File: config.mk
export PLATFORM = sky130hd
export DESIGN_NAME = sat_counter
export DESIGN_NICKNAME = d
export VERILOG_FILES = /design/src/rtl/sat_counter.sv
export SDC_FILE = /design/constraint.sdc
export NUM_CORES = 1
export LEC_CHECK = 0
export BUFFER_PORTS_ARGS = -buffer_cell sky130_fd_sc_hd__buf_4
export CAP_MARGIN = 25
export CORE_AREA = 2 2 39 41
export CTS_CLUSTER_DIAMETER = 80
export CTS_CLUSTER_SIZE = 28
export DETAILED_ROUTE_END_ITERATION = 10
export DIE_AREA = 0 0 41 43
export GPL_TIMING_DRIVEN = 1
export SETUP_SLACK_MARGIN = 0.5
export SLEW_MARGIN = 20
export SYNTH_ARGS = -nofsm -noshare
export SYNTH_HDL_FRONTEND = slang
export SYNTH_SLANG_ARGS = --single-unit
File: constraint.sdc
create_clock -name clk_sys -period 5.4 [get_ports clk_sys]
set_input_delay 1.35 -clock clk_sys [delete_from_list [all_inputs] [get_ports clk_sys]]
set_output_delay 1.35 -clock clk_sys [all_outputs]
set_load 0.01 [all_outputs]
File: src/rtl/sat_counter.sv
// Up counter that either saturates or wraps, with a synchronous clear
`timescale 1ns/1ps
module sat_counter
#(
  parameter int WIDTH = 8
)
(
  // Clock and reset
  input  wire logic             clk_sys,
  input  wire logic             resetn,
  // Control
  input  wire logic             inc,
  input  wire logic             clear,
  input  wire logic             saturate,
  // State
  output logic [WIDTH-1:0]      count,
  output logic                  at_max
);

  logic [WIDTH-1:0] count_r;
  logic [WIDTH-1:0] count_nxt;

  assign count  = count_r;
  assign at_max = &count_r;

  // A clear still lets a byte of the same cycle count, so none is lost
  always_comb
  begin
    logic [WIDTH-1:0] base;
    base      = clear ? '0 : count_r;
    count_nxt = base;
    if (inc && !(saturate && (&base)))
    begin
      count_nxt = base + {{(WIDTH-1){1'b0}}, 1'b1};
    end
  end

  // Count register
  always_ff @(posedge clk_sys or negedge resetn)
  begin
    if (!resetn)
    begin
      count_r <= '0;
    end
    else
    begin
      count_r <= count_nxt;
    end
  end

endmodule

# After elaboration in Yosys (flattened, before gate mapping)
# Index checks and enable logic that the tools add are counted.
dict set report op_classes {
  multipliers 0
  n_div 0
  mux 2
  n_addsub 1
  shift 0
  order_cmp 0
  n_reduce_logical 5
  eq_ne 0
  n_bitwise 0
}
# operator n
set ops {}
lappend ops {{$mux W8} 2}
lappend ops {{$reduce_and A8 Y1} 2}
lappend ops {{$add A8 B1 Y8 const B} 1}
lappend ops {{$logic_and A1 B1 Y1} 2}
lappend ops {{$logic_not A1 Y1} 1}
dict set report word_totals {
  latch_bits 0
  inputBits 5
  mem_bits_rw 0
  out_inout_bits 9
  n_memories 0
  regBits 8
  mem_bits_ro 0
}

# Logic depth before layout (Yosys ltp)
# Gate-level depths: netlist (run 1).
dict set report logic_depth {
  depth_word 6
  depth_mapped 6
  depth_no_buf 5
}

# Worst setup path before layout (run 1)
# No wires, ideal clock.
dict set report synth_path {
  path_kind {in2reg}
  from {in clear}
  to {reg count_r[1], in the netlist count[1]}
  arrival_ps 2585
  path_buffers 1
  path_stages 6
  setup_slack_ps 2689
  cell_sequence {and2b_1 ha_1 and4b_1 buf_6 a41o_1 mux2_4}
}
dict set report synth_between {
  elab_chain_cells 6
}
# item line_no
set synth_lines {}
lappend synth_lines {{start: declaration} 13} ;# input wire logic clear,
lappend synth_lines {{$mux W8 *} 30} ;# base = clear ? '0 : count_r;
lappend synth_lines {{branches (longest 4 deep; another with $add A8 B1 Y8)} --}
lappend synth_lines {{$mux W8 *} 32} ;# if (inc && !(saturate && (&base)))
lappend synth_lines {{named net count_nxt[1]} 21} ;# logic [WIDTH-1:0] count_nxt;
lappend synth_lines {{end signal: assignment} 47} ;# count_r <= count_nxt;
lappend synth_lines {{end: declaration} 20} ;# logic [WIDTH-1:0] count_r;
# Mark *: on every way through the listed nets, which the timed path passes.

# Final worst setup path (run 1)
# Same ends and word-level chain as after synthesis.

==> results.py, run 1 <==
metrics = {
    "yosys": {
        "yosysTopAreaCell": "dfrtp_1",
        "synthMuxAreaShare": 0.0532,
        "synth_top_family_by_area": "simple AND/OR/NAND/NOR gates",
        "yosysMostFrequentCell": "dfrtp_1",
        "async_flop_share": 1.00,
        "yosys_register_bits": 8,
        "synth_area_um2": 470,
        "synth-edff-count": 0,
        "synth_cell_types": 22,
        "postSynthCellCount": 45,
        "avgSynthCellArea_um2": 10.5,
        "synth-adder-area-share": 0.0266,
        "synth_ff_type": "dfrtp_1",
        "synth-seq-area-share": 0.426,
        "yosysWarnings": 0,
        "syn_nets": 51,
        "synth_top_area_frac": 0.426,
        "synth-compound-area-share": 0.170,
        "yosys-top-cells-count": "dfrtp_1, a21oi_1, and2b_1, and3_1, nand4_1",
        "synth_xor_area_frac": 0.0186,
        "synth_area_leaders": "dfrtp_1, and2b_1, a21oi_1",
        "synthSimpleGateAreaFrac": 0.266,
    },
    "final_layout": {
        "fin_area_um2": 596,
        "largest_reg_flops": 8,
        "antenna_cells": 0,
        "drive_gt1_frac": 0.288,
        "final_nets": 67,
        "area_delta_synth_final_pct": 26.6,
    },
    "global_route": {
        "antenna_found_initial": 0,
        "gr-total-overflow": 0,
        "grt_pass1_wl_mm": 1.58,
        "grt_max_degree": 12,
        "track_usage": 0.139,
        "grt_pass1_vias": 366,
    },
    "die": {
        "initial_core_util": 0.340,
        "die_w_um": 41,
        "die_h_um": 43,
        "design.portCount": 14,
        "core_mm2": 0.00138,
        "rows": 14,
        "dieArea_mm2": 0.00176,
    },
    "worst_setup_path": {
        "r2r_cells": 5,
        "path_max_fanout": 9,
        "worstPathCellList": "buf_4, and2b_1, ha_1, and4b_1, a41o_1, mux2_4",
        "cp.arrival_ns": 2.78,
        "worstSetupPathType": "input pin to flop",
        "end_kind": "flop",
        "crit_required_ns": 5.54,
        "slowest_delay_ns": 0.31,
        "r2r-start": "count[1]",
        "crit_slowest_cell": "and4b_1",
        "rr_endpoint": "count[1]",
        "startpoint_type": "input pin",
        "r2r_slack_ns": 3.61,
    },
    "clocking": {
        "root_buffer": "clkbuf_4",
        "cts_tree": "done",
        "clockBufferDepth": 2,
        "cts_max_level": 1,
        "cts_hold_buf": 0,
        "cts_resized": 0,
        "clock_sinks": 8,
        "clk_latency_ns": 0.26,
        "cts_setup_buffers": 0,
        "cts_buffers": 3,
        "clkTransAtPathRegs_ns": 0.05,
    },
    "route": {
        "drt_iter0_drc": 2,
        "wl_per_cell_um": 13.1,
        "num_vias": 408,
        "via_per_inst": 5.44,
        "remaining_drc_errors": 0,
        "drt-pass1-iter-count": 2,
        "wirelength_um": 985,
        "ant_nets": 0,
    },
    "min_path": {
        "whs_path_depth": 2,
        "hold_path.class": "flop to flop",
        "min_from": "count[6]",
        "hold_end": "count[6]",
    },
    "timing": {
        "finalClockSkew_ns": 0.00130,
        "fmax_ghz": 0.379,
        "rsz0062_at_grt": "no",
        "setup_viol": 0,
        "tightest_slew_ns": 0.267,
        "tns_ns": 0,
        "period_needed_ns": 2.64,
        "maxSlewHeadroom": 0.822,
        "hold_violations": 0,
        "fin_crit_sh": 0.488,
        "drv_slew": 0,
    },
    "place": {
        "placed_area_um2": 573,
        "place.gp.congestion": 0.736,
        "io_buffer_count": 13,
        "dp_hpwl_um": 736,
    },
    "run": {
        "cap_violations": 0,
    },
    "power_and_ir_drop": {
        "p_leak_nw": 0.313,
        "powerDensity_mw_per_mm2": 216,
        "peakVddDrop_mv": 0.0981,
    },
    "status": {
        "status": "finished, final reports clean",
    },
}
routing by layer:
metal	global-route usage	vias to the layer above	share of wire	routed length, um
li1	-	206	-	-
met1	0.177	190	0.43	425
met2	0.188	10	0.49	487
met3	0.0942	2	0.060	59
met4	0.0400	0	0.012	12
met5	0	-	0	0
worst max-delay path by stage:
stage | from | end | slack [ns] | cells after the start
floorplan | clear | count[1] | 2.69 | 6
global placement | clear | count[1] | 2.52 | 6
finish | clear | count[1] | 2.76 | 6
global route | clear | count[1] | 2.67 | 6
detailed placement | clear | count[1] | 2.50 | 6
CTS | clear | count[1] | 2.77 | 6
cell families after synthesis:
| logic type | count (synthesis) |
|---|---|
| compound gates | 12 |
| xor+xnor | 1 |
| fa+ha+maj | 1 |
| buf+inv | 3 |
| flops | 8 |
| mux | 2 |
| simple gates | 18 |
final cells by class:
type / instances / area (um2)
clock buffers: 3 / 22.5
fillers: 144 / 788
inverters: 1 / 3.75
repair buffers: 13 / 97.6
flip-flops and latches: 8 / 200
well taps: 16 / 20.0
multi-input cells: 34 / 251
stage by stage:
stage	std cells	worst slack (ns)	hold WS (ns)	util	power (mW)
after global placement	72	2.52	0.620	0.414	0.0842
after global routing	75	2.67	0.682	0.430	0.138
after detailed placement	72	2.50	0.623	0.414	0.0844
final	75	2.76	0.629	0.430	0.129
after CTS	75	2.77	0.632	0.430	0.132
after floorplan	45	2.69	0.631	-	0.0741
cell usage in the layout, fill, tap and decap left out:
| master | count |
|---|---|
| ha_1 | 1 |
| nand4_1 | 3 |
| dfrtp_1 | 8 |
| and2b_1 | 4 |
| and4_1 | 2 |
| a41oi_1 | 1 |
| a41o_1 | 1 |
| a311oi_1 | 1 |
| a211oi_1 | 2 |
| mux2i_1 | 1 |
| a31oi_1 | 2 |
| inv_1 | 1 |
| and3_1 | 4 |
| and4b_1 | 1 |
| buf_4 | 13 |
| and2_1 | 2 |
| mux2_4 | 1 |
| xnor2_1 | 1 |
| nand2b_1 | 1 |
| clkbuf_4 | 3 |
| nand3_1 | 1 |
| a21oi_1 | 5 |
critical path, delay by kind of cell:
kind | cells | cell delay, ns
fa+ha+maj | 1 | 0.19
mux | 1 | 0.31
compound gates | 1 | 0.25
simple gates | 2 | 0.53
buf+inv | 1 | 0.14
power by group:
part / internal, mW / total, mW / switching [mW]
clock network: 0.0254 / 0.0459 / 0.0205
registers: 0.0626 / 0.0652 / 0.00254
logic: 0.00954 / 0.0177 / 0.00816
total: 0.0976 / 0.129 / 0.0312
Power figures use the tool's default switching activity.
==> run 2, diff against run 1 <==
clock period = 2.34 ns   (was 5.4 ns; I/O delays follow)
==> results.py, run 2 (same netlist as run 1, synthesis figures left out) <==
metrics = {
    "status": {
        "status": "finished, final reports clean",
    },
    "die": {
        "rows": 14,
        "die_w_um": 41,
        "dieArea_mm2": 0.00176,
        "die_h_um": 43,
        "initial_core_util": 0.340,
        "core_mm2": 0.00138,
        "design.portCount": 14,
    },
    "route": {
        "remaining_drc_errors": 0,
        "ant_nets": 0,
        "num_vias": 474,
        "via_per_inst": 5.71,
        "wirelength_mm": 1.17,
        "drt_iter0_drc": 15,
        "wl_per_cell_um": 14.1,
        "drt-pass1-iter-count": 4,
    },
    "place": {
        "pre_cts_ws_ns": 0.290,
        "dpl.cell_count": 73,
        "dp_hpwl_um": 764,
        "io_buffer_count": 13,
        "place.gp.congestion": 0.793,
    },
    "timing": {
        "setup_viol": 0,
        "tns_ns": 0,
        "finalWorstSetupSlack_ns": 0.538,
        "maxSlewHeadroom": 0.821,
        "fin_crit_sh": 0.770,
        "drv_slew": 0,
        "rsz0062_at_grt": "yes",
        "fmax_ghz": 0.555,
        "hold_violations": 0,
        "period_needed_ns": 1.80,
        "finalClockSkew_ns": 0.00471,
        "tightest_slew_ns": 0.268,
    },
    "global_route": {
        "track_usage": 0.164,
        "antenna_found_initial": 0,
        "grt_max_degree": 12,
        "gr-total-overflow": 0,
        "grt_pass1_wl_mm": 1.87,
        "grt_pass1_vias": 406,
    },
    "power_and_ir_drop": {
        "peakVddDrop_mv": 0.329,
        "p_leak_nw": 0.353,
        "powerDensity_mw_per_mm2": 477,
    },
    "worst_setup_path": {
        "slowest_delay_ns": 0.42,
        "r2r_cells": 5,
        "worstPathCellList": "and3_4, and3_1, buf_4",
        "worstSetupPathType": "flop to output port",
        "path_max_fanout": 5,
        "r2r-start": "count[0]",
        "startpoint": "count[5]",
        "cp.arrival_ns": 1.22,
        "end_kind": "output port",
        "startpoint_type": "flop",
        "crit_required_ns": 1.75,
        "crit_slowest_cell": "dfrtp_1",
    },
    "final_layout": {
        "drive_gt1_frac": 0.448,
        "final_common_cell": "buf_4",
        "area_delta_synth_final_pct": 43.6,
        "antenna_cells": 0,
        "final_nets": 75,
        "num-fill-cells": 131,
        "largest_reg_flops": 8,
        "layout_common_cells": "buf_4, dfrtp_1, a21oi_1",
        "layoutNonFillerInstCount": 83,
    },
    "clocking": {
        "cts_buffers": 3,
        "clockBufferDepth": 2,
        "cts_max_level": 1,
        "root_buffer": "clkbuf_4",
        "cts_tree": "done",
        "clkTransAtPathRegs_ns": 0.06,
        "clock_sinks": 8,
        "clk_latency_ns": 0.27,
    },
    "min_path": {
        "hold_path.class": "input pin to async pin",
    },
    "run": {
        "cap_violations": 0,
    },
}
[run 2: cell count changes in the layout (fill, tap and decap cells not counted)]
| cell | delta |
|---|---|
| and4_4 | +1 |
| ha_1 | -1 |
| and3_1 | -1 |
| a211oi_2 | +2 |
| buf_4 | +8 |
| ha_2 | +1 |
| a211oi_1 | -2 |
| and4_1 | -1 |
| and3_4 | +1 |
[run 2: path summary, 6_finish.rpt]
| check | to | slack [ns] |
|---|---|---|
| worst min-delay path | count[6] | 0.12 |
| min in group clk_sys | count[7] | 0.54 |
| worst max register to register | count[1] | 0.67 |
| worst max-delay path | at_max | 0.54 |
| max in group asynchronous | count[2] | 2.09 |
| worst min register to register | count[6] | 0.63 |
[run 2: layout make-up]
type / instances / area (um2) / area share
sequential: 8 / 200 / 0.296
timing repair buffer: 21 / 158 / 0.233
tap: 16 / 20.0 / 0.0296
inverter: 1 / 3.75 / 0.00556
clock buffer: 3 / 22.5 / 0.0333
multi-input combinational: 34 / 272 / 0.402
[run 2: timing repair]
item,4_1_cts,5_1_grt
pin swaps,0,3
endpoints found under the setup margin,1,3
resized for setup,1,4
hold buffers,0,0
buffers inserted,0,7
[run 2: report_power, final]
part | leakage, nW | switching [mW] | total, mW | internal [mW]
sequential | 0.109 | 0.00630 | 0.151 | 0.144
clock | 0.0138 | 0.0566 | 0.116 | 0.0593
combinational | 0.231 | 0.0229 | 0.0555 | 0.0326
[run 2: critical path, delay by kind of cell, from the launching register on]
kind                   cells  cell delay [ns]
AND/OR/NAND/NOR            2             0.39
flip-flops                 1             0.42
buffers and inverters      1             0.13
[run 2: per-layer routing]
layer,vias up,track usage,wire length [um]
met4,0,0.120,34
li1,222,-,-
met3,5,0.0628,61
met2,15,0.209,589
met5,-,0,0
met1,232,0.214,483
[run 2: metrics by stage]
| step | cell area [um2] | total power [mW] | hold slack, ns | util |
|---|---|---|---|---|
| 2_1_floorplan | 473 | 0.171 | 0.289 | - |
| 3_3_place_gp | 583 | 0.194 | 0.411 | 0.421 |
| 3_5_place_dp | 583 | 0.194 | 0.413 | 0.421 |
| 4_1_cts | 611 | 0.308 | 0.128 | 0.441 |
| 5_1_grt | 676 | 0.334 | 0.130 | 0.488 |
| 6_report | 676 | 0.322 | 0.117 | 0.488 |
